[src/rtl/annunciator_regs.vh]
// Constants for the front-panel annunciator: register offsets, fields, timing.
// Assumes a 10 MHz system clock and a 32-bit classic Wishbone register port.
// Operation
// - In-service lamp lit when ready, no major
// - Fault-state lamp on not ready or major
// - One bank lamp, enable that bank only
// - Either bank editable regardless of active bank
// - Trip lamp lights and latches on trip
// - Trip lamp clears on reset after fault
// - Alarm lamp flashes for non-latching alarm
// - Latched alarm holds lamp steady until reset
// - Pickup lamp follows any pickup condition
// - Open lamp lit, colour selectable, default green
// - Closed lamp lit, colour selectable, default green
// - Maintenance lamp on maintenance element operation
// - Reset clears inactive latched conditions
// - Reset clears reclose shots and lockout
// - Trip, alarm, pickup override idle display
// - Idle timeout selects default display message
// - Minor error: fault-state lamp, in-service stays
// - Coil failure sets alarm and maintenance lamps
`ifndef ANNUNCIATOR_REGS_VH
`define ANNUNCIATOR_REGS_VH

// Register word offsets (byte addresses)
`define REG_CTRL 8'h00
`define REG_COLOUR 8'h04
`define REG_STATUS 8'h08
`define REG_EVENT 8'h0C
`define REG_MASK 8'h10
`define REG_TIMEOUT 8'h14
`define REG_EDIT 8'h18
`define REG_RECLOSE 8'h1C

// Control register fields
`define CTRL_READY 0
`define CTRL_BANK2 1
`define CTRL_RESET 2
`define CTRL_DEFAULT 2'h0

// Colour codes for breaker lamps
`define COL_OFF 2'h0
`define COL_RED 2'h1
`define COL_GREEN 2'h2
`define COL_ORANGE 2'h3

// Event bit positions
`define EV_TRIP 0
`define EV_ALARM 1
`define EV_PICKUP 2
`define EV_MAINT 3
`define EV_COIL 4
`define EV_MAJOR 5
`define EV_WIDTH 6

// Display selection
`define DISP_MENU 2'h0
`define DISP_TARGET 2'h1
`define DISP_DEFAULT 2'h2

// Timing
`define CLK_HZ 10000000
`define FLASH_HALF_MS 500
`define FLASH_HALF_CYC ((`CLK_HZ / 1000) * `FLASH_HALF_MS)
`define TIMEOUT_DEFAULT_S 16'h001E

`endif

[src/rtl/flash_ticker.v]
// Flash cadence generator: square wave of about 1 Hz.
// Assumes a free-running system clock and synchronous active-low reset.
`timescale 1ns/1ns
`default_nettype none
module flash_ticker #(
    parameter HALF_CYCLES = 5000000,
    parameter SEC_CYCLES = 10000000
) (
    input wire ref_clk,
    input wire rst_n,
    output reg flashPhase,
    output reg secTick
);
    reg [23:0] halfCnt_q;
    reg [23:0] secCnt_q;

    // Half-period and one-second counters
    always @(posedge ref_clk) begin
        if (!rst_n) begin
            halfCnt_q <= 24'h00_0000;
            secCnt_q <= 24'h00_0000;
            flashPhase <= 1'b0;
            secTick <= 1'b0;
        end else begin
            secTick <= 1'b0;
            if (halfCnt_q == HALF_CYCLES - 1) begin
                halfCnt_q <= 24'h00_0000;
                flashPhase <= ~flashPhase;
            end else begin
                halfCnt_q <= halfCnt_q + 24'h00_0001;
            end
            if (secCnt_q == SEC_CYCLES - 1) begin
                secCnt_q <= 24'h00_0000;
                secTick <= 1'b1;
            end else begin
                secCnt_q <= secCnt_q + 24'h00_0001;
            end
        end
    end
endmodule
`default_nettype wire

[src/rtl/front_panel_status_annunciator.v]
// Front-panel annunciator: lamp drive, latching, flashing, reset, display select.
// Assumes all inputs synchronous to ref_clk and a classic Wishbone master.
`timescale 1ns/1ns
`default_nettype none
`include "annunciator_regs.vh"
module front_panel_status_annunciator #(
    parameter NUM_ELEM = 8,
    parameter HALF_CYCLES = `FLASH_HALF_CYC,
    parameter SEC_CYCLES = `CLK_HZ
) (
    input wire ref_clk,
    input wire rst_n,
    // Wishbone slave
    input wire wb_cyc_i,
    input wire wb_stb_i,
    input wire wb_we_i,
    input wire [7:0] wb_adr_i,
    input wire [3:0] wb_sel_i,
    input wire [31:0] wb_dat_i,
    output reg [31:0] wb_dat_o,
    output reg wb_ack_o,
    output wire wb_err_o,
    // Status sources
    input wire majorError,
    input wire minorError,
    input wire [NUM_ELEM-1:0] elemAlarm,
    input wire [NUM_ELEM-1:0] elemAlarmLatched,
    input wire [NUM_ELEM-1:0] elemPickup,
    input wire faultActive,
    input wire tripCommand,
    input wire maintOperate,
    input wire tripCoilFail,
    input wire closeCoilFail,
    input wire breakerFailOp,
    input wire breakerOpen,
    input wire breakerClosed,
    input wire keypadReset,
    input wire breakerCtrlReset,
    input wire commsReset,
    input wire keyActivity,
    input wire [2:0] recloseShotsIn,
    input wire recloseLockoutIn,
    input wire [NUM_ELEM-1:0] outRelayDrive,
    // Lamps
    output reg operationalLamp,
    output reg faultStateLamp,
    output reg [1:0] bankLamp,
    output reg tripLamp,
    output reg alarmLamp,
    output reg pickupLamp,
    output reg maintLamp,
    output reg [1:0] openLampColour,
    output reg [1:0] shutLampColour,
    // Protection side
    output reg [1:0] bankEnable,
    output reg [NUM_ELEM-1:0] outRelayLatched,
    output reg coilAlarm,
    output reg breakerFailLatched,
    output reg recloseClear,
    output reg [1:0] displaySel,
    output wire irq
);
    reg [1:0] ctrl_q;
    reg [3:0] colour_q;
    reg [`EV_WIDTH-1:0] event_q;
    reg [`EV_WIDTH-1:0] mask_q;
    reg [15:0] timeout_q;
    reg [7:0] edit_q;
    reg tripLatch_q;
    reg [NUM_ELEM-1:0] alarmLatch_q;
    reg tripCoilLatch_q;
    reg closeCoilLatch_q;
    reg [15:0] idleCnt_q;
    reg [`EV_WIDTH-1:0] evSrcPrev_q;
    wire flashPhase;
    wire secTick;
    wire wbReq;
    wire wbWr;
    wire resetReq;
    wire anyAlarm;
    wire anyLatchedAlarm;
    wire anyPickup;
    wire coilNow;
    wire [`EV_WIDTH-1:0] evSrc;
    wire [`EV_WIDTH-1:0] evRise;
    wire [`EV_WIDTH-1:0] evClear;

    flash_ticker #(
        .HALF_CYCLES(HALF_CYCLES),
        .SEC_CYCLES(SEC_CYCLES)
    ) u_ticker (
        .ref_clk(ref_clk),
        .rst_n(rst_n),
        .flashPhase(flashPhase),
        .secTick(secTick)
    );

    // Bus decode and reset sources
    assign wbReq = wb_cyc_i & wb_stb_i & ~wb_ack_o;
    assign wbWr = wbReq & wb_we_i & wb_sel_i[0];
    assign wb_err_o = 1'b0;
    assign resetReq = keypadReset | breakerCtrlReset | commsReset |
        (wbWr & (wb_adr_i == `REG_CTRL) & wb_dat_i[`CTRL_RESET]);
    assign anyAlarm = |elemAlarm;
    assign anyLatchedAlarm = |alarmLatch_q;
    assign anyPickup = |elemPickup;
    assign coilNow = tripCoilFail | closeCoilFail;
    assign evSrc = {majorError, coilNow, maintOperate, anyPickup,
        anyAlarm | anyLatchedAlarm, tripCommand & faultActive};
    assign evRise = evSrc & ~evSrcPrev_q;
    assign evClear = (wbWr && wb_adr_i == `REG_EVENT) ? wb_dat_i[`EV_WIDTH-1:0] :
        {`EV_WIDTH{1'b0}};
    assign irq = |(event_q & mask_q);

    // Software registers
    always @(posedge ref_clk) begin
        if (!rst_n) begin
            ctrl_q <= `CTRL_DEFAULT;
            colour_q <= {`COL_GREEN, `COL_GREEN};
            mask_q <= {`EV_WIDTH{1'b0}};
            timeout_q <= `TIMEOUT_DEFAULT_S;
            edit_q <= 8'h00;
            event_q <= {`EV_WIDTH{1'b0}};
            evSrcPrev_q <= {`EV_WIDTH{1'b0}};
        end else begin
            evSrcPrev_q <= evSrc;
            event_q <= (event_q & ~evClear) | evRise; // Set wins over clear
            if (wbWr) begin
                case (wb_adr_i)
                    `REG_CTRL: ctrl_q <= wb_dat_i[1:0];
                    `REG_COLOUR: colour_q <= wb_dat_i[3:0];
                    `REG_MASK: mask_q <= wb_dat_i[`EV_WIDTH-1:0];
                    `REG_TIMEOUT: timeout_q <= wb_dat_i[15:0];
                    `REG_EDIT: edit_q <= wb_dat_i[7:0];
                    default: ;
                endcase
            end
        end
    end

    // Bus answer: one cycle after request, unmapped reads zero
    always @(posedge ref_clk) begin
        if (!rst_n) begin
            wb_ack_o <= 1'b0;
            wb_dat_o <= 32'h0000_0000;
        end else begin
            wb_ack_o <= wbReq;
            wb_dat_o <= 32'h0000_0000;
            if (wbReq && !wb_we_i) begin
                case (wb_adr_i)
                    `REG_CTRL: wb_dat_o <= {30'h0000_0000, ctrl_q};
                    `REG_COLOUR: wb_dat_o <= {28'h000_0000, colour_q};
                    `REG_STATUS: wb_dat_o <= {24'h00_0000, displaySel, maintLamp,
                        pickupLamp, alarmLamp, tripLamp, faultStateLamp,
                        operationalLamp};
                    `REG_EVENT: wb_dat_o <= {26'h000_0000, event_q};
                    `REG_MASK: wb_dat_o <= {26'h000_0000, mask_q};
                    `REG_TIMEOUT: wb_dat_o <= {16'h0000, timeout_q};
                    `REG_EDIT: wb_dat_o <= {24'h00_0000, edit_q};
                    `REG_RECLOSE: wb_dat_o <= {28'h000_0000, recloseLockoutIn,
                        recloseShotsIn};
                    default: wb_dat_o <= 32'h0000_0000;
                endcase
            end
        end
    end

    // Latched conditions: set wins, reset clears only inactive ones
    always @(posedge ref_clk) begin
        if (!rst_n) begin
            tripLatch_q <= 1'b0;
            alarmLatch_q <= {NUM_ELEM{1'b0}};
            tripCoilLatch_q <= 1'b0;
            closeCoilLatch_q <= 1'b0;
            breakerFailLatched <= 1'b0;
            outRelayLatched <= {NUM_ELEM{1'b0}};
            recloseClear <= 1'b0;
        end else begin
            recloseClear <= resetReq;
            if (tripCommand & faultActive) begin
                tripLatch_q <= 1'b1;
            end else if (resetReq && !faultActive) begin
                tripLatch_q <= 1'b0;
            end
            alarmLatch_q <= elemAlarmLatched |
                (resetReq ? {NUM_ELEM{1'b0}} : alarmLatch_q);
            tripCoilLatch_q <= tripCoilFail | (tripCoilLatch_q & ~resetReq);
            closeCoilLatch_q <= closeCoilFail | (closeCoilLatch_q & ~resetReq);
            breakerFailLatched <= breakerFailOp | (breakerFailLatched & ~resetReq);
            outRelayLatched <= outRelayDrive |
                (resetReq ? {NUM_ELEM{1'b0}} : outRelayLatched);
        end
    end

    // Idle timer for default display message
    always @(posedge ref_clk) begin
        if (!rst_n) begin
            idleCnt_q <= 16'h0000;
        end else if (keyActivity) begin
            idleCnt_q <= 16'h0000;
        end else if (secTick && idleCnt_q != timeout_q) begin
            idleCnt_q <= idleCnt_q + 16'h0001;
        end
    end

    // Registered lamp and display drive
    always @(posedge ref_clk) begin
        if (!rst_n) begin
            operationalLamp <= 1'b0;
            faultStateLamp <= 1'b1;
            bankLamp <= 2'h1;
            bankEnable <= 2'h1;
            tripLamp <= 1'b0;
            alarmLamp <= 1'b0;
            pickupLamp <= 1'b0;
            maintLamp <= 1'b0;
            openLampColour <= `COL_OFF;
            shutLampColour <= `COL_OFF;
            coilAlarm <= 1'b0;
            displaySel <= `DISP_MENU;
        end else begin
            operationalLamp <= ctrl_q[`CTRL_READY] & ~majorError;
            faultStateLamp <= ~ctrl_q[`CTRL_READY] | majorError | minorError;
            bankLamp <= ctrl_q[`CTRL_BANK2] ? 2'h2 : 2'h1;
            bankEnable <= ctrl_q[`CTRL_BANK2] ? 2'h2 : 2'h1;
            tripLamp <= tripLatch_q;
            coilAlarm <= tripCoilLatch_q | closeCoilLatch_q;
            // Steady for latched alarm or coil alarm, flash for alarm or major error, else off
            if (anyLatchedAlarm | tripCoilLatch_q | closeCoilLatch_q) begin
                alarmLamp <= 1'b1;
            end else if (anyAlarm | majorError) begin
                alarmLamp <= flashPhase;
            end else begin
                alarmLamp <= 1'b0;
            end
            pickupLamp <= anyPickup;
            maintLamp <= maintOperate | tripCoilLatch_q | closeCoilLatch_q;
            openLampColour <= breakerOpen ? colour_q[1:0] : `COL_OFF;
            shutLampColour <= breakerClosed ? colour_q[3:2] : `COL_OFF;
            if (tripLatch_q | anyAlarm | anyLatchedAlarm | anyPickup) begin
                displaySel <= `DISP_TARGET;
            end else if (idleCnt_q == timeout_q) begin
                displaySel <= `DISP_DEFAULT;
            end else begin
                displaySel <= `DISP_MENU;
            end
        end
    end
endmodule
`default_nettype wire

[config.mk]
export PLATFORM = sky130hd
export DESIGN_NAME = front_panel_status_annunciator
export DESIGN_NICKNAME = d
export VERILOG_FILES = /design/src/rtl/flash_ticker.v /design/src/rtl/front_panel_status_annunciator.v
export VERILOG_INCLUDE_DIRS = /design/src /design/src/rtl
export SDC_FILE = /design/constraint.sdc
export NUM_CORES = 1
export LEC_CHECK = 0
export BUFFER_PORTS_ARGS = -buffer_cell sky130_fd_sc_hd__buf_2
export CELL_PAD_IN_SITES_DETAIL_PLACEMENT = 1
export CELL_PAD_IN_SITES_GLOBAL_PLACEMENT = 1
export CORE_MARGIN = 10
export CORE_UTILIZATION = 30
export CTS_BUF_LIST = sky130_fd_sc_hd__clkbuf_8
export CTS_CLUSTER_DIAMETER = 200
export CTS_CLUSTER_SIZE = 8
export DETAILED_ROUTE_END_ITERATION = 10
export HOLD_SLACK_MARGIN = 0.03
export PLACE_DENSITY_LB_ADDON = 0.1
export SYNTH_ARGS = -nofsm -noshare
export SYNTH_HDL_FRONTEND = slang
export SYNTH_SLANG_ARGS = --single-unit
[constraint.sdc]
create_clock -name ref_clk -period 1.9 [get_ports ref_clk]
set_clock_uncertainty 0.2 [all_clocks]
set_input_delay 0.095 -clock ref_clk [delete_from_list [all_inputs] [get_ports ref_clk]]
set_output_delay 0.095 -clock ref_clk [all_outputs]
set_load 0.01 [all_outputs]
==> results of run 1 <==
[flip-flops by register name, summed over array words and instances, names as in the netlist, 8 cells and up]
register and count:
wb_dat_o 16, timeout_q 16, idleCnt_q 16, outRelayLatched 8, edit_q 8, u_ticker.secCnt_q 24
alarmLatch_q 8, u_ticker.halfCnt_q 24
[metal layers]
layer | part of all wire | GRT usage | vias up
li1 | - | - | 3156
met1 | 0.44 | 0.188 | 3114
met2 | 0.49 | 0.266 | 125
met3 | 0.053 | 0.0344 | 21
met4 | 0.013 | 0.0484 | 2
met5 | 0.00057 | 0 | -
[worst max-delay path, delay by kind of cell, from the launching register on]
kind / cells / cell delay, ns
flip-flops: 1 / 0.42
XOR/XNOR: 1 / 0.10
AO/OA/AOI/OAI: 2 / 0.28
AND/OR/NAND/NOR: 2 / 0.67
buffers and inverters: 1 / 0.17
[kinds of logic after synthesis]
family | share of synthesized area
AO/OA/AOI/OAI | 0.0929
XOR/XNOR | 0.0755
AND/OR/NAND/NOR | 0.241
flip-flops | 0.477
other | 0.000539
multiplexers | 0.0555
buffers and inverters | 0.0516
adder cells (fa/ha/maj) | 0.00539
[power by group through the flow]
| stage | logic [mW] | clock network, mW | registers (mW) |
|---|---|---|---|
| floorplan | 0.221 | 0 | 3.66 |
| global placement | 0.412 | 0 | 3.66 |
| detailed placement | 0.425 | 0 | 3.66 |
| CTS | 0.530 | 2.90 | 3.58 |
| global route | 0.619 | 3.05 | 3.59 |
| finish | 0.563 | 2.79 | 3.58 |
[cells in the final DEF (no fill, tap or decap), types with 17 or more instances in the layout]
master / instances
nor2_1: 117
dlygate4sd3_1: 71
dfxtp_1: 148
buf_2: 123
xor2_1: 31
nand4_1: 23
mux2i_1: 24
a31oi_1: 21
and3_1: 29
conb_1: 17
buf_4: 70
a21oi_1: 35
xnor2_1: 24
nand3_1: 36
nand2_1: 42
dfxtp_2: 17
clkbuf_8: 19
[metrics by stage]
stage	util	cell area [sq um]	hold slack (ns)
global route	0.425	9660	0.0649
global placement	0.363	8250	0.0844
CTS	0.413	9390	-0.154
detailed placement	0.363	8250	0.0945
floorplan	-	7030	-0.0161
finish	0.425	9660	0.0695
[layout make-up]
class / count / area [sq um]
clock buffer: 19 / 262
tap: 285 / 357
sequential: 166 / 3350
clock inverter: 13 / 170
timing repair buffer: 271 / 1940
multi-input combinational: 541 / 3520
fill: 2670 / 13000
antenna: 3 / 7.51
inverter: 14 / 52.6
[what timing repair did]
| item | CTS | global route |
|---|---|---|
| setup buffers | 1 | 5 |
| setup endpoints to repair | 42 | 112 |
| endpoints found under the hold margin | 98 | 5 |
| gates cloned | 0 | 1 |
| gates resized for setup | 18 | 40 |
| pin swaps | 3 | 7 |
| hold buffers | 65 | 7 |
[path summary, 6_finish.rpt]
kind                start           end  slack (ns)
max reg2reg  idleCnt_q[8]  idleCnt_q[8]       -0.03
max          idleCnt_q[8]  idleCnt_q[8]       -0.03
min           wb_adr_i[6]   wb_dat_o[0]        0.07
min reg2reg     edit_q[4]     edit_q[4]        0.26
[Yosys cell counts, drive strengths merged, types with 3 or more instances]
| library cell | number | area share |
|---|---|---|
| o31ai | 5 | 0.0054 |
| and4 | 8 | 0.010 |
| a32o | 4 | 0.0058 |
| xor2 | 31 | 0.039 |
| nor4b | 3 | 0.0038 |
| dfxtp | 166 | 0.48 |
| nand3 | 40 | 0.029 |
| a21oi | 36 | 0.026 |
| and3 | 30 | 0.027 |
| nand4 | 23 | 0.021 |
| nor4 | 12 | 0.017 |
| buf | 33 | 0.032 |
| a32oi | 4 | 0.0050 |
| nand2b | 7 | 0.0063 |
| or3 | 10 | 0.0090 |
| and2 | 4 | 0.0036 |
| clkbuf | 23 | 0.012 |
| o21ai | 16 | 0.012 |
| mux2i | 24 | 0.035 |
| mux2 | 7 | 0.011 |
| or4 | 8 | 0.0092 |
| a22oi | 6 | 0.0065 |
| nand2 | 45 | 0.025 |
| mux4 | 3 | 0.0097 |
| ha | 3 | 0.0054 |
| inv | 14 | 0.0075 |
| nor2 | 118 | 0.064 |
| nor3 | 11 | 0.010 |
| xnor2 | 29 | 0.036 |
| a31oi | 21 | 0.019 |
==> flow_metrics.env, run 1 <==
export IMPL_max_freq_ghz=0.517
export IMPL_grt_max_degree=32
export IMPL_synthCells=761
export IMPL_synth_area_per_cell_sq_um=9.15
export IMPL_ir_worst_vdd_mv=0.342
export IMPL_violations="negative setup slack"
export IMPL_wl_per_cell_um=17.4
export IMPL_max_stage_delay_ns=0.50
export IMPL_clkLatencyLatePin_ns=0.46
export IMPL_drt_iter0_markers=239
export IMPL_cp_slowest_cell="or4_1"
export IMPL_cap_violations=0
export IMPL_synthToLayoutAreaGrowth_pct=38.8
export IMPL_instances_no_fill=1312
export IMPL_totalPowerFinal_mw=6.93
export IMPL_post_dp_hpwl_um=16800
export IMPL_leakage_nw=4.03
export IMPL_io_pin_count=161
export IMPL_period_minus_slack_ns=1.93
export IMPL_crit_type="flop to flop"
export IMPL_synth_edf_count=0
export IMPL_setup_viol=6
export IMPL_drv_slew=0
export IMPL_vias_per_cell=4.89
export IMPL_hold_depth=6
export IMPL_outcome="finished with violations"
export IMPL_comb_power_share=0.081
export IMPL_ys_seq_area_frac=0.477
export IMPL_drt_wl_total_um=22900
export IMPL_holdCritPathClass="input port to flop"
export IMPL_reg2reg_depth=6
export IMPL_end_kind="flop"
export IMPL_grt_pass1_vias=7004
export IMPL_synthArstFlopShare=0
export IMPL_layout_nets=1113
export IMPL_p_int_mw=5.21
export IMPL_drive_gt1_frac=0.293
export IMPL_vias=6418
export IMPL_netSwitchingFraction=0.248
export IMPL_critPathMaxFanout=31
export IMPL_worstPathRequired_ns=2.07
export IMPL_h_tree_depth=4
export IMPL_clockBufferDepth=2
export IMPL_final_hold_viol_count=0
export IMPL_seqPwrFrac=0.517
export IMPL_fin_ws_ns=-0.0333
export IMPL_final_antenna_net_count=0
export IMPL_core_sq_um=22700
export IMPL_rows=55
export IMPL_synth_main_ff_cell="dfxtp_1"
export IMPL_setup_tns_ns=-0.0928
export IMPL_p_switching_mw=1.72
export IMPL_grt_pass1_wl_um=36500
export IMPL_die_w_um=172
export IMPL_die_h_um=172
export IMPL_dp_cells=1199
export IMPL_start_util=0.307
export IMPL_dieArea_sq_um=29700
export IMPL_yosysUniqueCellTypes=52
export IMPL_gp_routability_congestion=0.811
export IMPL_tightest_slew_ns=0.613
export IMPL_post_route_period_util=1.02
export IMPL_yosysWarnings=0
export IMPL_synth_area_sq_um=6960
export IMPL_p_per_area_nw_per_um2=718
export IMPL_synth_seq_cells=166
export IMPL_startpoint_type="flop"
export IMPL_antenna_found_initial=2
export IMPL_root_buffer="clkbuf_8"
export IMPL_cts_sinks=166
export IMPL_crit_path_cell_trace="xnor2_1, nand4_1, o41ai_4, buf_12, or4_1, a21oi_1"
export IMPL_path_clk_slew_ns=0.09
export IMPL_slew_headroom=0.592
export IMPL_dp_slack_ns=-0.194
export IMPL_power_share_clock=0.402
export IMPL_grt_ovfl_total=0
export IMPL_worst_ep_arrival_time_ns=2.11
export IMPL_dr_pass1_iters=5
export IMPL_post_route_drc_count=0
export IMPL_cts_tree="yes"
export IMPL_cts_buffers=17
export IMPL_rsz0062_at_grt="true"
export IMPL_grt_use_total=0.155
export IMPL_portBuffers=124
No activity file was read; power rests on OpenSTA's default activity.
==> run 2, diff against run 1 <==
--- a/config.mk
+++ b/config.mk
@@ -6,11 +6,12 @@
 export SDC_FILE = /design/constraint.sdc
 export NUM_CORES = 1
 export LEC_CHECK = 0
+export ABC_AREA = 1
 export BUFFER_PORTS_ARGS = -buffer_cell sky130_fd_sc_hd__buf_2
 export CELL_PAD_IN_SITES_DETAIL_PLACEMENT = 1
 export CELL_PAD_IN_SITES_GLOBAL_PLACEMENT = 1
 export CORE_MARGIN = 10
-export CORE_UTILIZATION = 30
+export CORE_UTILIZATION = 37
 export CTS_BUF_LIST = sky130_fd_sc_hd__clkbuf_8
 export CTS_CLUSTER_DIAMETER = 200
 export CTS_CLUSTER_SIZE = 8
==> flow_metrics.env, run 2 <==
export IMPL_end_kind="flop"
export IMPL_antenna_found_initial=1
export IMPL_final_cell_mix="nand2_1, dfxtp_1, inv_1"
export IMPL_endpoint="timeout_q[12]"
export IMPL_dr_pass1_iters=4
export IMPL_final_common_cell="nand2_1"
export IMPL_rows=53
export IMPL_regArea_sq_um=3330
export IMPL_yosysTopAreaCellShare=0.424
export IMPL_p_per_area_nw_per_um2=639
export IMPL_grt_pass1_vias=8504
export IMPL_core_sq_um=21000
export IMPL_dp_cells=1512
export IMPL_cp_common_cell="nor2_4"
export IMPL_crit_type="input port to flop"
export IMPL_path_clk_slew_ns=0.11
export IMPL_grt_max_degree=50
export IMPL_leakage_nw=4.34
export IMPL_die_w_um=166
export IMPL_cp_startpoint="wb_adr_i[6]"
export IMPL_synth_main_ff_cell="dfxtp_1"
export IMPL_drt_wl_total_um=26300
export IMPL_dieArea_sq_um=27400
export IMPL_cts_tree="yes"
export IMPL_crit_family="buffers and inverters"
export IMPL_r2r_end="u_ticker.halfCnt_q[11]"
export IMPL_io_pin_count=161
export IMPL_vias=8034
export IMPL_vias_per_cell=4.90
export IMPL_synth_edf_count=0
export IMPL_synth_area_per_cell_sq_um=7.10
export IMPL_cap_violations=0
export IMPL_worst_ep_arrival_time_ns=2.01
export IMPL_holdCritPathClass="input port to flop"
export IMPL_synth_area_leaders="dfxtp_1, nand2_1, inv_1, nor2_1, a21oi_1"
export IMPL_fin_ws_ns=0.0426
export IMPL_start_util=0.374
export IMPL_cp_num_buf_inv=5
export IMPL_yosysUniqueCellTypes=39
export IMPL_post_route_drc_count=0
export IMPL_yosysWarnings=0
export IMPL_outcome="completed"
export IMPL_ir_worst_vdd_mv=0.351
export IMPL_die_h_um=166
export IMPL_slew_headroom=0.631
export IMPL_period_minus_slack_ns=1.86
export IMPL_cp_slowest_cell="dlygate4sd3_1"
export IMPL_critPathMaxFanout=16
export IMPL_clockBufferDepth=2
export IMPL_setup_viol=0
export IMPL_r2r_start="u_ticker.halfCnt_q[1]"
export IMPL_portBuffers=124
export IMPL_drive_gt1_frac=0.217
export IMPL_cp_depth=11
export IMPL_synthToLayoutAreaGrowth_pct=32.0
export IMPL_grt_pass1_wl_um=42900
export IMPL_root_buffer="clkbuf_8"
export IMPL_clkLatencyLatePin_ns=0.46
export IMPL_post_route_period_util=0.978
export IMPL_reg_top3="u_ticker.halfCnt_q: 24 flops, u_ticker.secCnt_q: 24 flops"
export IMPL_tightest_slew_ns=0.553
export IMPL_h_tree_depth=4
export IMPL_gp_routability_congestion=0.839
export IMPL_dp_slack_ns=0.0815
export IMPL_startpoint_type="input port"
export IMPL_fillCellCount=2726
export IMPL_synthCells=1104
export IMPL_layout_nets=1452
export IMPL_synth_seq_cells=166
export IMPL_final_hold_viol_count=0
export IMPL_yosys_top_cells_count="nand2_1, dfxtp_1, inv_1"
export IMPL_crit_path_cell_trace="dlygate4sd3_1, buf_2, inv_1, nand2_1, nor2_4, buf_4, nand2_4, nor2_4, inv_2, o21ai_0, a21oi_1"
export IMPL_grt_ovfl_total=0
export IMPL_hold_ws_ns=0.0459
export IMPL_cts_sinks=166
export IMPL_yosys_area_top_type="dfxtp_1"
export IMPL_wl_per_cell_um=16.0
export IMPL_max_freq_ghz=0.538
export IMPL_instances_no_fill=1639
export IMPL_cts_buffers=17
export IMPL_ys_seq_area_frac=0.424
export IMPL_setup_tns_ns=0
export IMPL_synth_area_sq_um=7840
export IMPL_max_stage_delay_ns=0.55
export IMPL_synthArstFlopShare=0
export IMPL_final_antenna_net_count=0
export IMPL_r2r_slack_ns=0.05
export IMPL_worstPathRequired_ns=2.05
export IMPL_post_dp_hpwl_um=17900
export IMPL_reg2reg_depth=9
export IMPL_rsz0062_at_grt="true"
export IMPL_drv_slew=0
export IMPL_yosysMostFrequentCell="nand2_1"
export IMPL_grt_use_total=0.184
export IMPL_multi_input_area_sq_um=3800
export IMPL_drt_iter0_markers=354
run 2: cell count changes in the layout (fill, tap and decap cells not counted), sizes merged, moves of 10 or more:
cell,change
and3,-30
mux2i,-24
or3,-10
xnor2,-24
inv,+142
nand2,+190
nor3,+27
nor2,+23
a21oi,+62
buf,-23
o21ai,+32
a31oi,-20
nand3,+48
run 2: layer usage:
layer  track usage  vias to the layer above  part of all wire
li1              -                     4006                 -
met1         0.213                     3864              0.44
met2         0.325                      141              0.50
met3        0.0485                       23             0.050
met4        0.0520                        0             0.013
met5             0                        -                 0
run 2: repair_timing:
action                     in CTS  in global routing
buffers inserted                0                  8
gates resized for setup         0                 36
hold endpoints to repair      111                  0
setup endpoints to repair       0                 93
hold buffers                   83                  0
run 2: worst min path at each step:
stage           startpoint         endpoint  slack (ns)  depth (start not counted)
2_1_floorplan   majorError  operationalLamp       -0.01                          1
3_3_place_gp    minorError   faultStateLamp        0.07                          3
3_5_place_dp    minorError   faultStateLamp        0.09                          3
4_1_cts        wb_adr_i[7]      wb_dat_o[4]        0.05                          8
5_1_grt        wb_adr_i[3]        ctrl_q[0]        0.08                          6
6_report       wb_adr_i[3]        ctrl_q[0]        0.05                          6
run 2: cells by family after synthesis:
family / after synthesis / share of synthesized area
AND/OR/NAND/NOR: 540 / 0.313
AO/OA/AOI/OAI: 162 / 0.113
buffers and inverters: 204 / 0.114
XOR/XNOR: 28 / 0.0313
other: 1 / 0.000478
flip-flops: 166 / 0.424
adder cells (fa/ha/maj): 3 / 0.00479
run 2: layout make-up:
| type | count | share of cell area |
|---|---|---|
| diodes | 1 | 0.000242 |
| clock buffers | 18 | 0.0239 |
| clock inverters | 14 | 0.0115 |
| inverters | 154 | 0.0558 |
| multi-input cells | 750 | 0.367 |
| flip-flops and latches | 166 | 0.322 |
| well taps | 275 | 0.0332 |
| repair buffers | 261 | 0.187 |
run 2: tightest hold or removal path: cells and delay by family:
family	cells	cell delay (ns)
simple gates	3	0.31
compound gates	1	0.08
buf+inv	2	0.19
run 2: stage by stage:
stage               utilization  area, sq um  power, mW
floorplan                     -         7900       3.88
global placement          0.425         8910       4.05
detailed placement        0.425         8910       4.06
CTS                       0.482        10100       6.64
global route              0.494        10400       6.88
finish                    0.494        10400       6.62
run 2: power breakdown:
group | internal [mW] | switching, mW
Clock | 0.974 | 1.48
Combinational | 0.284 | 0.295
Sequential | 3.54 | 0.0409
Total | 4.80 | 1.82
